<file path="src/hw/adc_port_pkg.sv">
package adc_port_pkg;

	// frame geometry
	localparam int ADDR_BITS = 4;
	localparam int CMD_BITS = 8;
	localparam int RESULT_BITS = 12;
	localparam int FRAME_FALLS = 12;
	localparam int SELECT_RISE = 4;
	localparam int SAMPLE_FALL = 4;
	localparam int CNT_W = 4;

	// timing
	localparam int CLK_PERIOD_NS = 100;
	localparam int CS_SETUP_NS = 1425;
	// least time, so round up
	localparam int CS_SETUP_CYCLES = (CS_SETUP_NS + CLK_PERIOD_NS - 1) / CLK_PERIOD_NS;
	localparam int SETUP_W = 5;
	localparam int SAR_STEP_CYCLES = 8;
	localparam int STEP_W = 8;

	// buffering
	localparam int CMD_FIFO_DEPTH = 16;

	// reset values
	localparam logic [11:0] RESULT_RESET = 12'h000;
	localparam logic [3:0] CNT_ZERO = 4'h0;

	// one captured command word
	typedef struct packed {
		logic [ADDR_BITS-1:0] chan;
		logic [CMD_BITS-ADDR_BITS-1:0] extra;
	} cmd_t;

	typedef enum logic [1:0] {
		F_IDLE,
		F_SETUP,
		F_SHIFT,
		F_HOLD
	} frame_state_t;

	typedef enum logic [1:0] {
		C_IDLE,
		C_PUSH,
		C_CONV
	} conv_state_t;

endpackage : adc_port_pkg

</file>
<file path="src/hw/cmd_fifo.sv">
`timescale 1ns/100ps
`default_nettype none

module cmd_fifo #(
	parameter int WIDTH = 8,
	parameter int DEPTH = 16
) (
	// clock and reset
	input wire logic clk,
	input wire logic rst_n,
	// fill side
	input wire logic in_valid,
	input wire logic [WIDTH-1:0] in_data,
	output logic in_ready,
	// drain side, registered
	output logic out_valid,
	output logic [WIDTH-1:0] out_data,
	input wire logic out_ready
);
	localparam int AW = $clog2(DEPTH);

	// pointer wrap trick needs a power of two
	generate
		if (DEPTH < 2 || (DEPTH & (DEPTH - 1)) != 0) begin : g_bad_depth
			$error("cmd_fifo depth must be a power of two, at least 2");
		end
	endgenerate

	logic [WIDTH-1:0] mem [DEPTH];
	logic [AW:0] wr_ptr;
	logic [AW:0] rd_ptr;
	logic empty;
	logic full;
	logic push;
	logic load;

	// extra pointer bit tells full from empty
	assign empty = (wr_ptr == rd_ptr);
	assign full = (wr_ptr[AW] != rd_ptr[AW]) && (wr_ptr[AW-1:0] == rd_ptr[AW-1:0]);
	assign in_ready = !full;
	assign push = in_valid && in_ready;
	assign load = !empty && (!out_valid || out_ready);

	// storage
	always_ff @(posedge clk) begin
		if (push) begin
			mem[wr_ptr[AW-1:0]] <= in_data;
		end
	end

	// pointers
	always_ff @(posedge clk or negedge rst_n) begin
		if (!rst_n) begin
			wr_ptr <= '0;
			rd_ptr <= '0;
		end else begin
			if (push) begin
				wr_ptr <= wr_ptr + 1'b1;
			end
			if (load) begin
				rd_ptr <= rd_ptr + 1'b1;
			end
		end
	end

	// output stage, so the drain side sees flops only
	always_ff @(posedge clk or negedge rst_n) begin
		if (!rst_n) begin
			out_valid <= 1'b0;
			out_data <= '0;
		end else if (load) begin
			out_valid <= 1'b1;
			out_data <= mem[rd_ptr[AW-1:0]];
		end else if (out_ready) begin
			out_valid <= 1'b0;
		end
	end

endmodule : cmd_fifo

`default_nettype wire

</file>
<file path="src/hw/adc_serial_port.sv">
`timescale 1ns/100ps
`default_nettype none

module adc_serial_port
	import adc_port_pkg::*;
#(
	parameter int SETUP_CYCLES = adc_port_pkg::CS_SETUP_CYCLES,
	parameter int STEP_CYCLES = adc_port_pkg::SAR_STEP_CYCLES,
	parameter int FIFO_DEPTH = adc_port_pkg::CMD_FIFO_DEPTH
) (
	// clock and reset
	input wire logic CLK_SYS,
	input wire logic RST_N,
	// serial pins from the host
	input wire logic CS_N,
	input wire logic SHIFT_CLK,
	input wire logic CMD_IN,
	// three-state result pin and done flag
	output logic RESULT_OUT,
	output logic RESULT_OE,
	output logic CONV_DONE,
	// bit order, sampled at frame start
	input wire logic LSB_FIRST,
	// analog front end
	output logic [adc_port_pkg::ADDR_BITS-1:0] CHAN_SEL,
	output logic CHAN_VALID,
	output logic SAMPLE,
	output logic [adc_port_pkg::RESULT_BITS-1:0] DAC_CODE,
	input wire logic COMPARE_IN,
	// captured command words
	output logic CMD_VALID,
	output adc_port_pkg::cmd_t CMD_WORD,
	input wire logic CMD_READY
);
	import adc_port_pkg::*;

	generate
		if (SETUP_CYCLES < 1 || SETUP_CYCLES >= (1 << SETUP_W)) begin : g_bad_setup
			$error("SETUP_CYCLES out of range");
		end
		if (STEP_CYCLES < 1 || STEP_CYCLES >= (1 << STEP_W)) begin : g_bad_step
			$error("STEP_CYCLES out of range");
		end
	endgenerate

	localparam logic [SETUP_W-1:0] SETUP_LAST = SETUP_W'(SETUP_CYCLES - 1);
	localparam logic [STEP_W-1:0] STEP_LAST = STEP_W'(STEP_CYCLES - 1);
	localparam logic [CNT_W-1:0] RISE_SEL = CNT_W'(SELECT_RISE);
	localparam logic [CNT_W-1:0] RISE_CMD = CNT_W'(CMD_BITS);
	localparam logic [CNT_W-1:0] FALL_SAMPLE = CNT_W'(SAMPLE_FALL - 1);
	localparam logic [CNT_W-1:0] FALL_LAST = CNT_W'(FRAME_FALLS - 1);
	localparam logic [CNT_W-1:0] SAR_TOP = CNT_W'(RESULT_BITS - 1);

	// mirror a word for lsb-first shifting
	function automatic logic [RESULT_BITS-1:0] mirror(input logic [RESULT_BITS-1:0] w);
		logic [RESULT_BITS-1:0] r;
		r = '0;
		for (int i = 0; i < RESULT_BITS; i++) begin
			r[i] = w[RESULT_BITS-1-i];
		end
		return r;
	endfunction : mirror

	// pins come from the host's domain
	logic cs_meta, cs_s, cs_d;
	logic sclk_meta, sclk_s, sclk_d;
	logic din_meta, din_s;
	logic cs_fall, cs_rise, sclk_rise, sclk_fall;

	frame_state_t frame_state;
	logic [SETUP_W-1:0] setup_cnt;
	logic [CNT_W-1:0] rise_cnt;
	logic [CNT_W-1:0] fall_cnt;
	logic [CMD_BITS-1:0] cmd_shift;
	logic [RESULT_BITS-1:0] out_shift;
	logic last_fall;

	conv_state_t conv_state;
	logic [RESULT_BITS-1:0] result;
	logic [CNT_W-1:0] sar_bit;
	logic [STEP_W-1:0] step_cnt;
	cmd_t pending;
	logic push_valid;
	logic push_ready;

	// two flops before anything reads a pin
	always_ff @(posedge CLK_SYS or negedge RST_N) begin
		if (!RST_N) begin
			cs_meta <= 1'b1;
			cs_s <= 1'b1;
			cs_d <= 1'b1;
			sclk_meta <= 1'b0;
			sclk_s <= 1'b0;
			sclk_d <= 1'b0;
			din_meta <= 1'b0;
			din_s <= 1'b0;
		end else begin
			cs_meta <= CS_N;
			cs_s <= cs_meta;
			cs_d <= cs_s;
			sclk_meta <= SHIFT_CLK;
			sclk_s <= sclk_meta;
			sclk_d <= sclk_s;
			din_meta <= CMD_IN;
			din_s <= din_meta;
		end
	end

	assign cs_fall = cs_d && !cs_s;
	assign cs_rise = !cs_d && cs_s;
	assign sclk_rise = !sclk_d && sclk_s;
	assign sclk_fall = sclk_d && !sclk_s;
	assign last_fall = (frame_state == F_SHIFT) && sclk_fall && (fall_cnt == FALL_LAST);

	// frame sequencer
	always_ff @(posedge CLK_SYS or negedge RST_N) begin
		if (!RST_N) begin
			frame_state <= F_IDLE;
			setup_cnt <= '0;
		end else if (cs_rise) begin
			frame_state <= F_IDLE;
		end else begin
			unique case (frame_state)
				F_IDLE: begin
					if (cs_fall) begin
						frame_state <= F_SETUP;
						setup_cnt <= '0;
					end
				end
				F_SETUP: begin
					if (setup_cnt == SETUP_LAST) begin
						frame_state <= F_SHIFT;
					end else begin
						setup_cnt <= setup_cnt + 1'b1;
					end
				end
				F_SHIFT: begin
					if (last_fall) begin
						frame_state <= F_HOLD;
					end
				end
				F_HOLD: begin
					// extra clocks until the frame closes do nothing
					frame_state <= F_HOLD;
				end
			endcase
		end
	end

	// edge counters, only live while shifting
	always_ff @(posedge CLK_SYS or negedge RST_N) begin
		if (!RST_N) begin
			rise_cnt <= CNT_ZERO;
			fall_cnt <= CNT_ZERO;
		end else if (cs_fall) begin
			rise_cnt <= CNT_ZERO;
			fall_cnt <= CNT_ZERO;
		end else if (frame_state == F_SHIFT) begin
			if (sclk_rise && rise_cnt != RISE_CMD) begin
				rise_cnt <= rise_cnt + 1'b1;
			end
			if (sclk_fall && !last_fall) begin
				fall_cnt <= fall_cnt + 1'b1;
			end
		end
	end

	// command capture
	always_ff @(posedge CLK_SYS or negedge RST_N) begin
		if (!RST_N) begin
			cmd_shift <= '0;
		end else if (frame_state == F_SHIFT && sclk_rise && rise_cnt != RISE_CMD) begin
			cmd_shift <= {cmd_shift[CMD_BITS-2:0], din_s};
		end
	end

	// channel select, valid after the fourth rise
	always_ff @(posedge CLK_SYS or negedge RST_N) begin
		if (!RST_N) begin
			CHAN_SEL <= '0;
			CHAN_VALID <= 1'b0;
		end else if (cs_fall) begin
			CHAN_VALID <= 1'b0;
		end else if (frame_state == F_SHIFT && sclk_rise && rise_cnt == RISE_SEL - 1'b1) begin
			CHAN_SEL <= {cmd_shift[ADDR_BITS-2:0], din_s};
			CHAN_VALID <= 1'b1;
		end
	end

	// sampling window on the capacitor array
	always_ff @(posedge CLK_SYS or negedge RST_N) begin
		if (!RST_N) begin
			SAMPLE <= 1'b0;
		end else if (cs_rise || last_fall || cs_fall) begin
			SAMPLE <= 1'b0;
		end else if (frame_state == F_SHIFT && sclk_fall && fall_cnt == FALL_SAMPLE) begin
			SAMPLE <= 1'b1;
		end
	end

	// result pin; the host samples on rises, so we only move on falls
	always_ff @(posedge CLK_SYS or negedge RST_N) begin
		if (!RST_N) begin
			out_shift <= '0;
			RESULT_OUT <= 1'b0;
			RESULT_OE <= 1'b0;
		end else if (cs_rise) begin
			RESULT_OE <= 1'b0;
		end else if (cs_fall) begin
			out_shift <= LSB_FIRST ? mirror(result) : result;
			RESULT_OUT <= LSB_FIRST ? result[0] : result[RESULT_BITS-1];
			RESULT_OE <= 1'b1;
		end else if (frame_state == F_SHIFT && sclk_fall && !last_fall) begin
			out_shift <= {out_shift[RESULT_BITS-2:0], 1'b0};
			RESULT_OUT <= out_shift[RESULT_BITS-2];
		end
	end

	// converter: waits for the command to be queued, then runs the sar
	always_ff @(posedge CLK_SYS or negedge RST_N) begin
		if (!RST_N) begin
			conv_state <= C_IDLE;
			CONV_DONE <= 1'b1;
			result <= RESULT_RESET;
			DAC_CODE <= '0;
			sar_bit <= CNT_ZERO;
			step_cnt <= '0;
			pending <= '0;
		end else begin
			unique case (conv_state)
				C_IDLE: begin
					if (last_fall) begin
						conv_state <= C_PUSH;
						CONV_DONE <= 1'b0;
						pending <= cmd_t'(cmd_shift);
					end
				end
				C_PUSH: begin
					// a full queue stalls the conversion start
					if (push_ready) begin
						conv_state <= C_CONV;
						sar_bit <= SAR_TOP;
						step_cnt <= '0;
						DAC_CODE <= {1'b1, {(RESULT_BITS-1){1'b0}}};
					end
				end
				C_CONV: begin
					if (step_cnt != STEP_LAST) begin
						step_cnt <= step_cnt + 1'b1;
					end else begin
						step_cnt <= '0;
						if (sar_bit == CNT_ZERO) begin
							result <= COMPARE_IN ? DAC_CODE : DAC_CODE & ~RESULT_BITS'(1);
							CONV_DONE <= 1'b1;
							conv_state <= C_IDLE;
						end else begin
							DAC_CODE[sar_bit] <= COMPARE_IN;
							DAC_CODE[sar_bit - 1'b1] <= 1'b1;
							sar_bit <= sar_bit - 1'b1;
						end
					end
				end
				default: begin
					conv_state <= C_IDLE;
				end
			endcase
		end
	end

	assign push_valid = (conv_state == C_PUSH);

	// queue of captured command words
	cmd_fifo #(
		.WIDTH($bits(cmd_t)),
		.DEPTH(FIFO_DEPTH)
	) u_cmd_fifo (
		.clk(CLK_SYS),
		.rst_n(RST_N),
		.in_valid(push_valid),
		.in_data(pending),
		.in_ready(push_ready),
		.out_valid(CMD_VALID),
		.out_data(CMD_WORD),
		.out_ready(CMD_READY)
	);

endmodule : adc_serial_port

`default_nettype wire

</file>
<file path="config.mk">
export PLATFORM = sky130hd
export DESIGN_NAME = adc_serial_port
export DESIGN_NICKNAME = d
export VERILOG_FILES = /design/src/hw/adc_port_pkg.sv /design/src/hw/cmd_fifo.sv /design/src/hw/adc_serial_port.sv
export SDC_FILE = /design/constraint.sdc
export NUM_CORES = 1
export LEC_CHECK = 0
export ABC_CLOCK_PERIOD_IN_PS = 2340
export BUFFER_PORTS_ARGS = -buffer_cell sky130_fd_sc_hd__buf_4
export CAP_MARGIN = 20
export CORE_AREA = 3 3 137 139
export CTS_BUF_LIST = sky130_fd_sc_hd__clkbuf_8
export CTS_CLUSTER_SIZE = 8
export DETAILED_ROUTE_END_ITERATION = 8
export DIE_AREA = 0 0 140 142
export GPL_TIMING_DRIVEN = 0
export PLACE_DENSITY = 0.74
export SLEW_MARGIN = 40
export SYNTH_ARGS = -nofsm -noshare
export SYNTH_HDL_FRONTEND = slang
export SYNTH_SLANG_ARGS = --single-unit
</file>
<file path="constraint.sdc">
create_clock -name CLK_SYS -period 2.34 [get_ports CLK_SYS]
set_input_delay 0.117 -clock CLK_SYS [delete_from_list [all_inputs] [get_ports CLK_SYS]]
set_output_delay 0.117 -clock CLK_SYS [all_outputs]
set_load 0.05 [all_outputs]
</file>
# After elaboration in Yosys (flattened, before gate mapping)
# Memory sizes are Yosys's and may differ from the RTL's. A register that Yosys moved wholly into a read port is not among the register bits.
# Cells that the tools add are included.
[word_totals] memories=1 wordCells=182 inputBits=8 regBits=108 ram_bits=128
[memory_table] name="u_cmd_fifo.mem" words=16 word_bits=8 read_ports=1 rd_ports_with_merged_regs=1 write_ports=1 line="cmd_fifo.sv:29" source="logic [WIDTH-1:0] mem [DEPTH];"
[classes] magnitude_cmp=4 n_addsub=7 reduce_logical=56 mux=56 bitwise_logic=4 n_eq_ne=24
[ops] op="$mux W12" count=3
[ops] op="$mux W4" count=9
[ops] op="$mux W11" count=3
[ops] op="$pmux W12 S2" count=1
[ops] op="$reduce_bool A2 Y1" count=11
[ops] op="$mux W1" count=19
[ops] op="$logic_and A1 B1 Y1" count=18
[ops] op="$mux W2" count=8
[ops] op="$mux W8" count=2
[ops] op="$pmux W8 S2" count=1
[ops] op="$reduce_and A4 Y1" count=4
[ops] op="$add A5 B1 Y5 const B" count=3
[ops] op="$ne A2 B2 Y1 const B" count=7
[ops] op="$bwmux W12" count=1
[ops] op="$or A12 B12 Y12" count=1
[ops] op="$reduce_and A2 Y1" count=6
[ops] op="$lt A4 B5 Y1 const B" count=2
[ops] op="$mux W5" count=2
[ops] op="$pmux W5 S2" count=1
[ops] op="$logic_not A1 Y1" count=9
[ops] op="$ne A3 B3 Y1 const B" count=3
[ops] op="$add A4 B1 Y4 const B" count=2
[ops] op="$add A8 B1 Y8 const B" count=1
[ops] op="$demux W1 S4" count=2
[ops] op="other kinds (21)" count=32

# Logic depth before layout (Yosys ltp)
# Gate-level depths: netlist of the first run.
[logic_depth] depth_word=9 depth_mapped=8 depth_no_buf=7

# Cells and area by module
# Synthesis of the first run repeated with hierarchy kept, for this count alone.
[hier_totals] hier_cells=724 hier_area_um2=10791.6
[by_module_without_submodules] module="cmd_fifo" instances=1 area_each_um2=6064.6 cells_each=306 seq_area_each_um2=4319.1
[by_module_without_submodules] module="adc_serial_port" instances=1 area_each_um2=4727.0 cells_each=418 seq_area_each_um2=2432.3

# Least setup slack after synthesis of the first run
# No wires, ideal clock.
[synth_path] path_type="flip-flop to flip-flop" from="reg u_cmd_fifo.rd_ptr[0]" to="reg u_cmd_fifo.out_data[4], read port of u_cmd_fifo.mem" stages_incl_launch_ff=7 arrival_ns=1.856 slack_ns=0.346 t_required_ns=2.202 path_buffers=2 cell_sequence="dfrtp_1 -> buf_2 -> buf_2 -> mux4_2 -> mux2_2 -> o21ai_0 -> o21ai_0"
[synth_between] elab_chain_len=3
[synth_lines] item="start, declared" line="cmd_fifo.sv:31" source="logic [AW:0] rd_ptr;"
[synth_lines] item="start signal, assigned" line="cmd_fifo.sv:61" source="rd_ptr <= rd_ptr + 1'b1;"
[synth_lines] item="$eq A5 B5 Y1" line="cmd_fifo.sv:38" source="assign empty = (wr_ptr == rd_ptr);"
[synth_lines] item="$logic_not A1 Y1" line="cmd_fifo.sv:42" source="assign load = !empty && (!out_valid || out_ready);"
[synth_lines] item="$logic_and A1 B1 Y1" line="cmd_fifo.sv:42"
[synth_lines] item="end, declared" line="cmd_fifo.sv:17" source="output logic [WIDTH-1:0] out_data,"
# Parallel ways exist; a longest one is shown, timed or not.
# A chain may end at the register's enable or synchronous reset.

# Worst setup path after layout of the first run
[layout_path] from="reg u_cmd_fifo.rd_ptr[0]" to="mem u_cmd_fifo.mem[12][0] (enable)"
[layout_between] elab_chain_len=6
[layout_lines] item="$eq A4 B4 Y1" line="cmd_fifo.sv:39" source="assign full = (wr_ptr[AW] != rd_ptr[AW]) && (wr_ptr[AW-1:0] == rd_ptr[AW-1:0]);"
[layout_lines] item="$logic_and A1 B1 Y1" line="cmd_fifo.sv:39"
[layout_lines] item="$logic_not A1 Y1" line="cmd_fifo.sv:40" source="assign in_ready = !full;"
[layout_lines] item="$logic_and A1 B1 Y1" line="cmd_fifo.sv:41" source="assign push = in_valid && in_ready;"
[layout_lines] item="$mux W1" line="cmd_fifo.sv:46" source="if (push) begin"
[layout_lines] item="$mux W1 (implied by the code)" line="cmd_fifo.sv:47" source="mem[wr_ptr[AW-1:0]] <= in_data;"
[layout_lines] item="end, declared" line="cmd_fifo.sv:29"
# No other way between the ends.

==> results of run 1 <==
==> placed cells by master, fill, tap and decap left out, drive strengths merged, types with 4 or more instances in the layout <==
cell and n:
nand2 56, nor3 6, a21oi 32, a221oi 6, mux2 51, dlygate4sd3 6, dfrtp 112, mux4 32
ha 18, buf 51, xor2 8, nand3 26, nand4 7, a31oi 9, nor2b 4, and3 10
edfxtp 128, o21ai 44, nor2 51, clkinv 6, and2 10, o21a 4, clkbuf 63, inv 42
nand2b 5, mux2i 25, dfstp 4, xnor2 12
==> critical path: cells and delay by family (launching register included) <==
kind / cells / cell delay [ps]
buffers and inverters: 2 / 510
flip-flops: 1 / 390
XOR/XNOR: 1 / 220
AND/OR/NAND/NOR: 3 / 540
AO/OA/AOI/OAI: 1 / 280
==> per-stage QoR <==
step | setup slack, ps | area [sq um] | hold slack [ps] | utilization | TNS (ps)
floorplan | 346.4 | 10510 | -178.6 | - | 0
global placement | -114.8 | 11070 | 226.4 | 0.6226 | -3608
detailed placement | -224.9 | 11110 | 56.39 | 0.6247 | -14680
CTS | 27.13 | 11880 | 67.35 | 0.6681 | 0
global route | -29.81 | 11920 | 104.8 | 0.6704 | -400.3
finish | 117.1 | 11920 | 94.66 | 0.6704 | 0
==> power by group through the flow <==
stage          Combinational (mW)  Clock, mW  Sequential, mW
2_1_floorplan               0.273          0            4.83
3_3_place_gp                0.407          0            4.81
3_5_place_dp                0.449          0            4.83
4_1_cts                     0.459       3.37            4.74
5_1_grt                     0.518       3.59            4.77
6_report                    0.456       3.27            4.75
==> timing repair <==
action	CTS	global route
hold endpoints to repair	122	0
setup buffers	0	0
hold buffers	6	0
setup endpoints to repair	131	143
resized for setup	5	25
==> sequential cells by signal, summed over array words and instances (netlist names), 2 cells and up <==
signal,cells
u_cmd_fifo.mem,128
DAC_CODE,12
result,12
out_shift,11
cmd_shift,8
pending,8
step_cnt,8
u_cmd_fifo.out_data,8
setup_cnt,5
u_cmd_fifo.rd_ptr,5
u_cmd_fifo.wr_ptr,5
CHAN_SEL,4
fall_cnt,4
rise_cnt,4
sar_bit,4
conv_state,2
frame_state,2
==> routing by layer <==
| metal | track usage | vias up |
|---|---|---|
| met1 | 0.2915 | 3238 |
| met5 | 0 | - |
| met2 | 0.3652 | 199 |
| met3 | 0.03864 | 60 |
| li1 | - | 2941 |
| met4 | 0.09128 | 0 |
==> cells by family after synthesis <==
family	share of synthesized area
AND/OR/NAND/NOR	0.08814
adder cells (fa/ha/maj)	0.02144
buffers and inverters	0.02168
flip-flops	0.6427
XOR/XNOR	0.01667
AO/OA/AOI/OAI	0.06229
multiplexers	0.1471
==> cell type report <==
type / instances / area, sq um
clock inverter: 29 / 117.6
clock buffer: 43 / 591.8
sequential: 244 / 6751
timing repair buffer: 44 / 372.9
inverter: 20 / 75.07
buffer: 33 / 157.7
multi-input combinational: 445 / 3567
fill: 1227 / 5859
tap: 229 / 286.5
==> final timing paths <==
| path | depth (start not counted) | endpoint | start |
|---|---|---|---|
| min in group CLK_SYS | 4 | out_shift[10] | LSB_FIRST |
| setup / recovery | 7 | u_cmd_fifo.mem[12][0] | u_cmd_fifo.rd_ptr[0] |
| hold reg to reg | 0 | cs_s | cs_meta |
| hold / removal | 2 | u_cmd_fifo.out_data[2] | RST_N |
| setup reg to reg | 7 | u_cmd_fifo.mem[12][0] | u_cmd_fifo.rd_ptr[0] |
| max in group asynchronous | 3 | cs_meta | RST_N |
==> reports/metrics.cfg, run 1 <==
[run_status]
status=finished, final reports clean

[synth]
syn_nets=770
synth-seq-area-share=0.6427
netlist_top_cells_area=edfxtp_1 37%, dfrtp_1 27%, mux4_2 6.9%
synth_commonest_cells=128 x edfxtp_1, 112 x dfrtp_1, 56 x nand2_1
yosys_warnings=0
avgSynthCellArea_sq_um=14.12
netlist_area_sq_um=10510
synthFlopType=edfxtp_1
synth_cell_types=51
synthCells=744
synth_edf_count=128
synth-seq-cells=244
synth_top_area_frac=0.3659
yosys.area.top_type=edfxtp_1
yosysMostFrequentCell=edfxtp_1
synth-async-reset-ratio=0.4754

[place]
dp.cells=1011
hpwlAfterDp_microns=14160
gp_congestion=0.8600
io_buffers=37

[cts]
cts_buffer_depth=3
clk_pin_slew_worst_paths_ps=60
cts_inserted_buffers=40
cts_sinks=244
root_buffer=clkbuf_8
insertion_delay_ps=530
cts_tree=yes
htreeDepth=2

[power_and_ir_drop]
switching_power_mw=1.961
vdd_drop_max_uv=628.2
power_density_nw_per_um2=711.4
pwr-share-seq=0.560
total_power_mw=8.480
p_clk_frac=0.386
p_int_mw=6.519
p_sw_frac=0.2312
p_leak_nw=4.470
pwr-share-comb=0.054

[routing]
first_pass_iters=5
via_per_inst=5.923
met1Wirelength_microns=9152
drc=0
wl_met3_microns=979
wl_met2_microns=10410
wl_microns=21300
top_layer=met4
wire_per_inst_microns=19.60
drt_iter0_markers=481
antenna_left=0
vias=6438

[worst_setup_path]
max_stage_delay_ps=390
end_kind=flop
crit_top_cell=clkbuf_4
cp.required_ps=2600
critPathMaxFanout=10
path_cells=clkbuf_4, xnor2_1, nand4_1, o21ai_2, clkbuf_4, nor3_2, and2_2
ff2ff_setup_slack_ps=120
startpoint_type=flop
critical_path_class=reg2reg
cp.arrival_ps=2490
crit_slowest_cell=dfrtp_1

[finish]
stdcell_count=1087
antenna_cells=0
nets=854
layout-drive-gt1-share=0.2471
syn2layout_area_growth_pct=13.47

[global_routing]
grt.overflow.total=0
grt_pass1_wl_microns=34630
grt_pass1_vias=6688
grt_max_degree=67
antenna_found_initial=0
grt_usage=0.2195

[sta]
fin_worst_skew_ps=14.89
fin_crit_sh=0.9499
finalSetupViolCount=0
min_period_ps=2223
slew_headroom=0.5601
hold_viol_final=0
final_max_slew_viol_count=0
worst_pin_slew_ps=659.9
fmax_mhz=449.9
rsz0062_at_grt=yes

[floorplanning]
die_w_microns=140
die_h_microns=142
core-area_sq_um=17780
std_cell_rows=49
initial_utilization=0.5909
dieArea_sq_um=19880
boundaryPins=38

[hold_path]
hold_path.class=in2async

[run]
max-cap-violations=0

No activity file was read; power rests on OpenSTA's default activity.
==> run 2, diff against run 1 <==
--- a/config.mk
+++ b/config.mk
@@ -7,7 +7,6 @@
 export LEC_CHECK = 0
 export ABC_CLOCK_PERIOD_IN_PS = 2340
 export BUFFER_PORTS_ARGS = -buffer_cell sky130_fd_sc_hd__buf_4
-export CAP_MARGIN = 20
 export CORE_AREA = 3 3 137 139
 export CTS_BUF_LIST = sky130_fd_sc_hd__clkbuf_8
 export CTS_CLUSTER_SIZE = 8
@@ -15,6 +14,7 @@
 export DIE_AREA = 0 0 140 142
 export GPL_TIMING_DRIVEN = 0
 export PLACE_DENSITY = 0.74
+export SETUP_SLACK_MARGIN = 0.4
 export SLEW_MARGIN = 40
 export SYNTH_ARGS = -nofsm -noshare
 export SYNTH_HDL_FRONTEND = slang
==> run 2 against run 1 <==
Effect of this change: critical path depth unchanged; maximum frequency up 11%; via count up 2.7%; register-to-register slack better by 220 ps; clock skew up 9.9 ps; routed wire length up 4.7%; sequential share of layout area down 2.4 points; first-iteration DRC count down 1.2%; count of clock-buffer cells in the layout down 1; critical path type unchanged; highest routed layer unchanged.
==> reports/metrics.cfg, run 2 (same netlist as run 1, synthesis figures left out) <==
[worst_setup_path]
startpoint_type=flop
path_buf_inv=3  ; +1
worst_path_dominant_cell_family=buffers and inverters
critical_path_class=reg2reg
cp.required_ps=2760  ; +160 ps
critPathMaxFanout=7  ; -3
ff2ff_setup_slack_ps=340  ; +220 ps
crit_slowest_cell=dfrtp_1
end_kind=flop
max_stage_delay_ps=430  ; +40 ps
r2r-end=u_cmd_fifo.rd_ptr[1]
crit_top_cell=buf_4
path_cells=buf_12, xnor2_2, nand4_1, buf_4, o21ai_2, buf_4, mux2_2
cp.depth=7  ; unchanged
r2r_cells=7  ; unchanged
regToRegStartpoint=u_cmd_fifo.rd_ptr[1]
cp.arrival_ps=2420  ; -70 ps

[routing]
vias=6610  ; +2.7%
drc=0  ; unchanged
via_per_inst=5.907  ; -0.26%
first_pass_iters=7  ; +2
wire_per_inst_microns=19.94  ; +1.7%
drt_iter0_markers=475  ; -1.2%
wl_microns=22310  ; +4.7%
antenna_left=0  ; unchanged

[sta]
fin_worst_skew_ps=24.79  ; +9.898 ps
fin_crit_sh=0.8547  ; -0.09527
fmax_mhz=500.0  ; +11%
hold_viol_final=0  ; unchanged
rsz0062_at_grt=yes
min_period_ps=2000  ; -222.9 ps
setup_slack_ps=340.1  ; +222.9 ps
hold_ws_ps=44.74  ; -49.92 ps
worst_pin_slew_ps=681.9  ; +22.00 ps
final_max_slew_viol_count=0  ; unchanged
finalSetupViolCount=0  ; unchanged
slew_headroom=0.5454  ; -0.01466

[power_and_ir_drop]
pwr-share-comb=0.054  ; about the same
pwr-share-seq=0.562  ; +0.002
power_density_nw_per_um2=678.5  ; -4.6%
switching_power_mw=1.951  ; -0.49%
total_power_mw=8.445  ; -0.41%
p_leak_nw=4.724  ; +5.7%
p_clk_frac=0.384  ; -0.002
vdd_drop_max_uv=605.6  ; -3.6%
p_int_mw=6.494  ; -0.38%
p_sw_frac=0.2310  ; about the same

[global_routing]
antenna_found_initial=0  ; unchanged
grt_usage=0.2249  ; +0.005398
grt.overflow.total=0  ; unchanged
grt_pass1_wl_microns=35400  ; +2.2%
grt_pass1_vias=6859  ; +2.6%
grt_max_degree=69  ; +3.0%

[cts]
cts_sinks=244  ; unchanged
htreeDepth=2  ; unchanged
root_buffer=clkbuf_8
insertion_delay_ps=540  ; about the same
cts_inserted_buffers=40  ; unchanged
clk_pin_slew_worst_paths_ps=60  ; about the same
cts_tree=yes
cts_buffer_depth=3  ; unchanged

[finish]
final_util=0.7001  ; +0.02963
layout-drive-gt1-share=0.3135  ; +0.06640
fin_area_sq_um=12450  ; +4.4%
final_common_cell=edfxtp_1
antenna_cells=0  ; unchanged
layout_common_cells=128 x edfxtp_1, 108 x dfrtp_1, 68 x buf_4
nets=886  ; +3.7%
syn2layout_area_growth_pct=18.48
largest_reg_flops=128  ; unchanged

[place]
dpl_cell_area_sq_um=11110  ; unchanged
io_buffers=37  ; unchanged
gp_congestion=0.8647  ; +0.55%
hpwlAfterDp_microns=14130  ; -0.26%
dp_slack_ps=-253.8  ; -28.93 ps

[run]
max-cap-violations=0  ; unchanged

[floorplanning]
std_cell_rows=49  ; unchanged
initial_utilization=0.5909  ; unchanged
dieArea_sq_um=19880  ; unchanged
boundaryPins=38  ; unchanged
die_w_microns=140  ; unchanged
core-area_sq_um=17780  ; unchanged
die_h_microns=142  ; unchanged

[hold_path]
hold_path.class=in2reg
whs_path_depth=3
whs_endpoint=u_cmd_fifo.out_valid
hold_start=CMD_READY

[run_status]
status=finished, final reports clean

-- run 2: cell types whose count changed in the layout (fill, tap and decap cells not counted), sizes merged --
cell,delta
dlygate4sd3,-1
clkbuf,-8
buf,+40
inv,+5
clkinv,-4
-- run 2: layout make-up --
type	instances	area [sq um]
sequential	244	6756
buffer	35	261.5
timing repair buffer	74	624.3
clock buffer	42	578.1
fill	1185	5333
multi-input combinational	445	3742
inverter	20	75.07
tap	229	286.5
clock inverter	30	122.6
-- run 2: per-stage QoR --
stage	TNS (ps)	cells
floorplan	0	744
global placement	-3236	1010
detailed placement	-15060	1011
CTS	0	1104
global route	0	1119
finish	0	1119
-- run 2: worst max path at each step --
stage | start | to | slack, ps
2_1_floorplan | u_cmd_fifo.rd_ptr[2] | u_cmd_fifo.mem[12][0] | 420
4_1_cts | u_cmd_fifo.rd_ptr[2] | u_cmd_fifo.mem[10][4] | 340
3_3_place_gp | u_cmd_fifo.rd_ptr[2] | u_cmd_fifo.mem[14][6] | -120
3_5_place_dp | u_cmd_fifo.rd_ptr[2] | u_cmd_fifo.mem[12][6] | -250
5_1_grt | u_cmd_fifo.rd_ptr[1] | u_cmd_fifo.rd_ptr[1] | 280
6_report | u_cmd_fifo.rd_ptr[1] | u_cmd_fifo.rd_ptr[1] | 340
-- run 2: power groups by stage --
| stage | clock [mW] | sequential, mW | combinational (mW) |
|---|---|---|---|
| floorplan | 0 | 4.83 | 0.273 |
| global placement | 0 | 4.81 | 0.408 |
| detailed placement | 0 | 4.82 | 0.442 |
| CTS | 3.32 | 4.74 | 0.452 |
| global route | 3.52 | 4.76 | 0.524 |
| finish | 3.24 | 4.75 | 0.458 |
-- run 2: layer usage --
metal | global-route usage | part of all wire
met4 | 0.09485 | 0.032
met1 | 0.2920 | 0.40
met2 | 0.3831 | 0.51
met3 | 0.03629 | 0.052
met5 | 0 | 0
-- run 2: worst reg2reg max path: stages, from the launching register on --
cell and delay, ps:
dfrtp_1 430, buf_12 160, xnor2_2 160, nand4_1 190, buf_4 190, o21ai_2 250, buf_4 170, mux2_2 340
-- run 2: timing repair --
action | 4_1_cts | 5_1_grt
setup buffers | 16 | 15
hold endpoints to repair | 121 | 0
endpoints found under the setup margin | 209 | 200
hold buffers | 5 | 0
pin swaps | 10 | 13
gates resized for setup | 82 | 49
==> run 3, diff against run 2 <==
--- a/config.mk
+++ b/config.mk
@@ -5,15 +5,16 @@
 export SDC_FILE = /design/constraint.sdc
 export NUM_CORES = 1
 export LEC_CHECK = 0
+export ABC_AREA = 1
 export ABC_CLOCK_PERIOD_IN_PS = 2340
 export BUFFER_PORTS_ARGS = -buffer_cell sky130_fd_sc_hd__buf_4
-export CORE_AREA = 3 3 137 139
+export CORE_AREA = 3 3 142 144
 export CTS_BUF_LIST = sky130_fd_sc_hd__clkbuf_8
 export CTS_CLUSTER_SIZE = 8
 export DETAILED_ROUTE_END_ITERATION = 8
-export DIE_AREA = 0 0 140 142
+export DIE_AREA = 0 0 145 147
 export GPL_TIMING_DRIVEN = 0
-export PLACE_DENSITY = 0.74
+export PLACE_DENSITY = 0.75
 export SETUP_SLACK_MARGIN = 0.4
 export SLEW_MARGIN = 40
 export SYNTH_ARGS = -nofsm -noshare
==> constraint.sdc (replaced) <==
create_clock -name CLK_SYS -period 2.34 [get_ports CLK_SYS]
set_input_delay 0.234 -clock CLK_SYS [delete_from_list [all_inputs] [get_ports CLK_SYS]]
set_output_delay 0.234 -clock CLK_SYS [all_outputs]
set_load 0.05 [all_outputs]
==> run 3 against run 2 <==
Effect of this change: core utilization is 0.45 points higher; area after synthesis increased by 8.4%; synthesized cell count grew 72%; clock skew decreased by 3.0 ps; die area increased by 7.2%; non-clock buffer count down 9; critical path depth grew 3; count of clock-buffer cells in the layout up 5; cell count rose by 50%.
==> reports/metrics.cfg, run 3 <==
[cts]
cts_tree=yes
insertion_delay_ps=540  ; about the same
htreeDepth=2  ; unchanged
cts_buffer_depth=3  ; unchanged
root_buffer=clkbuf_8
cts_inserted_buffers=41  ; +2.5%
cts_sinks=244  ; unchanged
clk_pin_slew_worst_paths_ps=60  ; about the same

[sta]
setup_tns_ps=0  ; unchanged
fin_crit_sh=0.7961  ; -0.05860
min_period_ps=1863  ; -137.1 ps
slew_headroom=0.4946  ; -0.05080
fin_worst_skew_ps=21.82  ; -2.967 ps
hold_viol_final=0  ; unchanged
final_max_slew_viol_count=0  ; unchanged
finalSetupViolCount=0  ; unchanged
worst_pin_slew_ps=758.1  ; +76.21 ps
rsz0062_at_grt=yes
fmax_mhz=536.8  ; +7.4%

[finish]
final_common_cell=nand2_1
final_util=0.7046  ; +0.004515
syn2layout_area_growth_pct=16.53
stdcell_count=1674  ; +50%
antenna_cells=0  ; unchanged
nets=1407  ; +59%
layout-drive-gt1-share=0.1351  ; -0.1784
largest_reg_flops=128  ; unchanged
num-fill-cells=1430  ; +21%
layout_common_cells=415 x nand2_1, 222 x inv_1, 134 x nand3_1

[synth]
avgSynthCellArea_sq_um=8.881  ; -37%
synth-seq-cells=244  ; unchanged
synth_cell_types=36  ; -29%
yosysMostFrequentCell=nand2_1
yosys_warnings=0  ; unchanged
yosys.area.top_type=edfxtp_1
synth-async-reset-ratio=0.4754  ; unchanged
netlist_area_sq_um=11390  ; +8.4%
netlist_top_cells_area=edfxtp_1 34%, dfrtp_1 25%, nand2_1 14%
synth_commonest_cells=420 x nand2_1, 206 x inv_1, 136 x nand3_1
synth_edf_count=128  ; unchanged
synth_top_area_frac=0.3376  ; -0.02831
synthFlopType=edfxtp_1
synth-seq-area-share=0.5930  ; -0.04972
synthCells=1282  ; +72%
syn_nets=1308  ; +70%

[routing]
drt_iter0_markers=496  ; +4.4%
wl_microns=25390  ; +14%
vias=8666  ; +31%
via_per_inst=5.177  ; -12%
drc=0  ; unchanged
first_pass_iters=5  ; -2
antenna_left=0  ; unchanged
wire_per_inst_microns=15.17  ; -24%

[power_and_ir_drop]
p_leak_nw=6.323  ; +34%
vdd_drop_max_uv=710.0  ; +17%
power_density_nw_per_um2=683.9  ; +0.79%
total_power_mw=9.073  ; +7.4%

[place]
gp_congestion=0.9050  ; +4.7%
hpwlAfterDp_microns=16800  ; +19%
dp.cells=1580  ; +56%
io_buffers=37  ; unchanged

[global_routing]
antenna_found_initial=0  ; unchanged
grt_max_degree=68  ; -1.4%
grt_pass1_wl_microns=41430  ; +17%
grt_pass1_vias=8417  ; +23%
grt.overflow.total=0  ; unchanged
grt_usage=0.2400  ; +0.01503

[worst_setup_path]
cp.required_ps=2760  ; about the same
crit_top_cell=nand2_1
cp.arrival_ps=2280  ; -140 ps
max_stage_delay_ps=450  ; +20 ps
startpoint_type=flop
critical_path_class=reg2reg
end_kind=flop
crit_slowest_cell=dfrtp_1
path_cells=inv_2, buf_2, buf_2, nand2_1, nand3_1, nand3_1, nand3_1, nand2_1, nand2_1, nand2_1
path_buf_inv=3  ; unchanged
worst_path_dominant_cell_family=simple AND/OR/NAND/NOR gates
critPathMaxFanout=10  ; +3

[floorplanning]
die_h_microns=147  ; +3.5%
die_w_microns=145  ; +3.6%
initial_utilization=0.6047  ; +0.01380
dieArea_sq_um=21320  ; +7.2%
boundaryPins=38  ; unchanged
std_cell_rows=50  ; +2.0%
core-area_sq_um=18830  ; +5.9%

[run_status]
status=finished, final reports clean

[hold_path]
hold_path.class=in2reg

[run]
max-cap-violations=0  ; unchanged

## run 3: cell types whose count changed after synthesis, moves of 8 or more
cell     previous run  this run
xnor2_1            12         4
mux2i_1            25         0
buf_2              11        20
inv_1              20       206
and2_1             10         0
a31oi_1             9         0
nand2_1            56       420
mux4_2             32         0
nand3_1            25       136
and3_1             10         1
mux2_2             51         0
o21ai_0            43        73
## run 3: logic make-up after synthesis
logic type,Yosys count,share of synthesized area
fa+ha+maj,18,0.01978
compound gates,110,0.04967
buf+inv,259,0.09088
flops,244,0.5930
xor+xnor,15,0.01220
simple gates,636,0.2345
## run 3: worst min-delay path, cell delays in order
cell and delay, ps:
buf_4 120, inv_1 60, a21oi_1 50, nand2_1 60, o21ai_1 60
## run 3: final cells by class
| type | count | area (sq um) | area share |
|---|---|---|---|
| buffer | 44 | 245.2 | 0.01848 |
| clock buffer | 47 | 646.9 | 0.04876 |
| clock inverter | 29 | 115.1 | 0.008676 |
| inverter | 215 | 822.0 | 0.06196 |
| multi-input combinational | 779 | 3822 | 0.2881 |
| sequential | 244 | 6753 | 0.5090 |
| tap | 260 | 325.3 | 0.02452 |
| timing repair buffer | 56 | 538.0 | 0.04055 |
## run 3: metrics by stage
step	hold slack (ps)	worst slack, ps	instance area [sq um]
2_1_floorplan	-61.59	444.8	11390
3_3_place_gp	331.5	-45.06	11990
3_5_place_dp	223.4	-117.6	12020
4_1_cts	64.26	397.2	13130
5_1_grt	146.7	325.3	13270
6_report	91.89	477.2	13270
## run 3: per-layer routing
metal  global-route usage  routed length [microns]
met1               0.3121                    10580
met2               0.4038                    12500
met3              0.04658                     1551
met4              0.09264                      758
met5                    0                        0
## run 3: final timing paths
kind | from | cells after the start | slack, ps | endpoint
setup / recovery | u_cmd_fifo.rd_ptr[0] | 10 | 480 | u_cmd_fifo.out_data[4]
hold / removal | LSB_FIRST | 5 | 90 | out_shift[0]
setup reg to reg | u_cmd_fifo.rd_ptr[0] | 10 | 480 | u_cmd_fifo.out_data[4]
hold reg to reg | din_meta | 0 | 350 | din_s
max in group asynchronous | RST_N | 3 | 1440 | cs_meta
min in group asynchronous | RST_N | 2 | 230 | setup_cnt[2]
## run 3: what timing repair did
action,CTS,global route
hold endpoints to repair,70,0
pin swaps,9,3
resized for setup,43,34
setup buffers,7,5
setup endpoints to repair,128,169
hold buffers,6,0
## run 3: report_power, final
| part | switching, mW | leakage, nW | internal (mW) |
|---|---|---|---|
| sequential | 0.128 | 2.85 | 4.70 |
| combinational | 0.528 | 3.02 | 0.248 |
| clock | 1.64 | 0.458 | 1.83 |
| total | 2.30 | 6.32 | 6.78 |
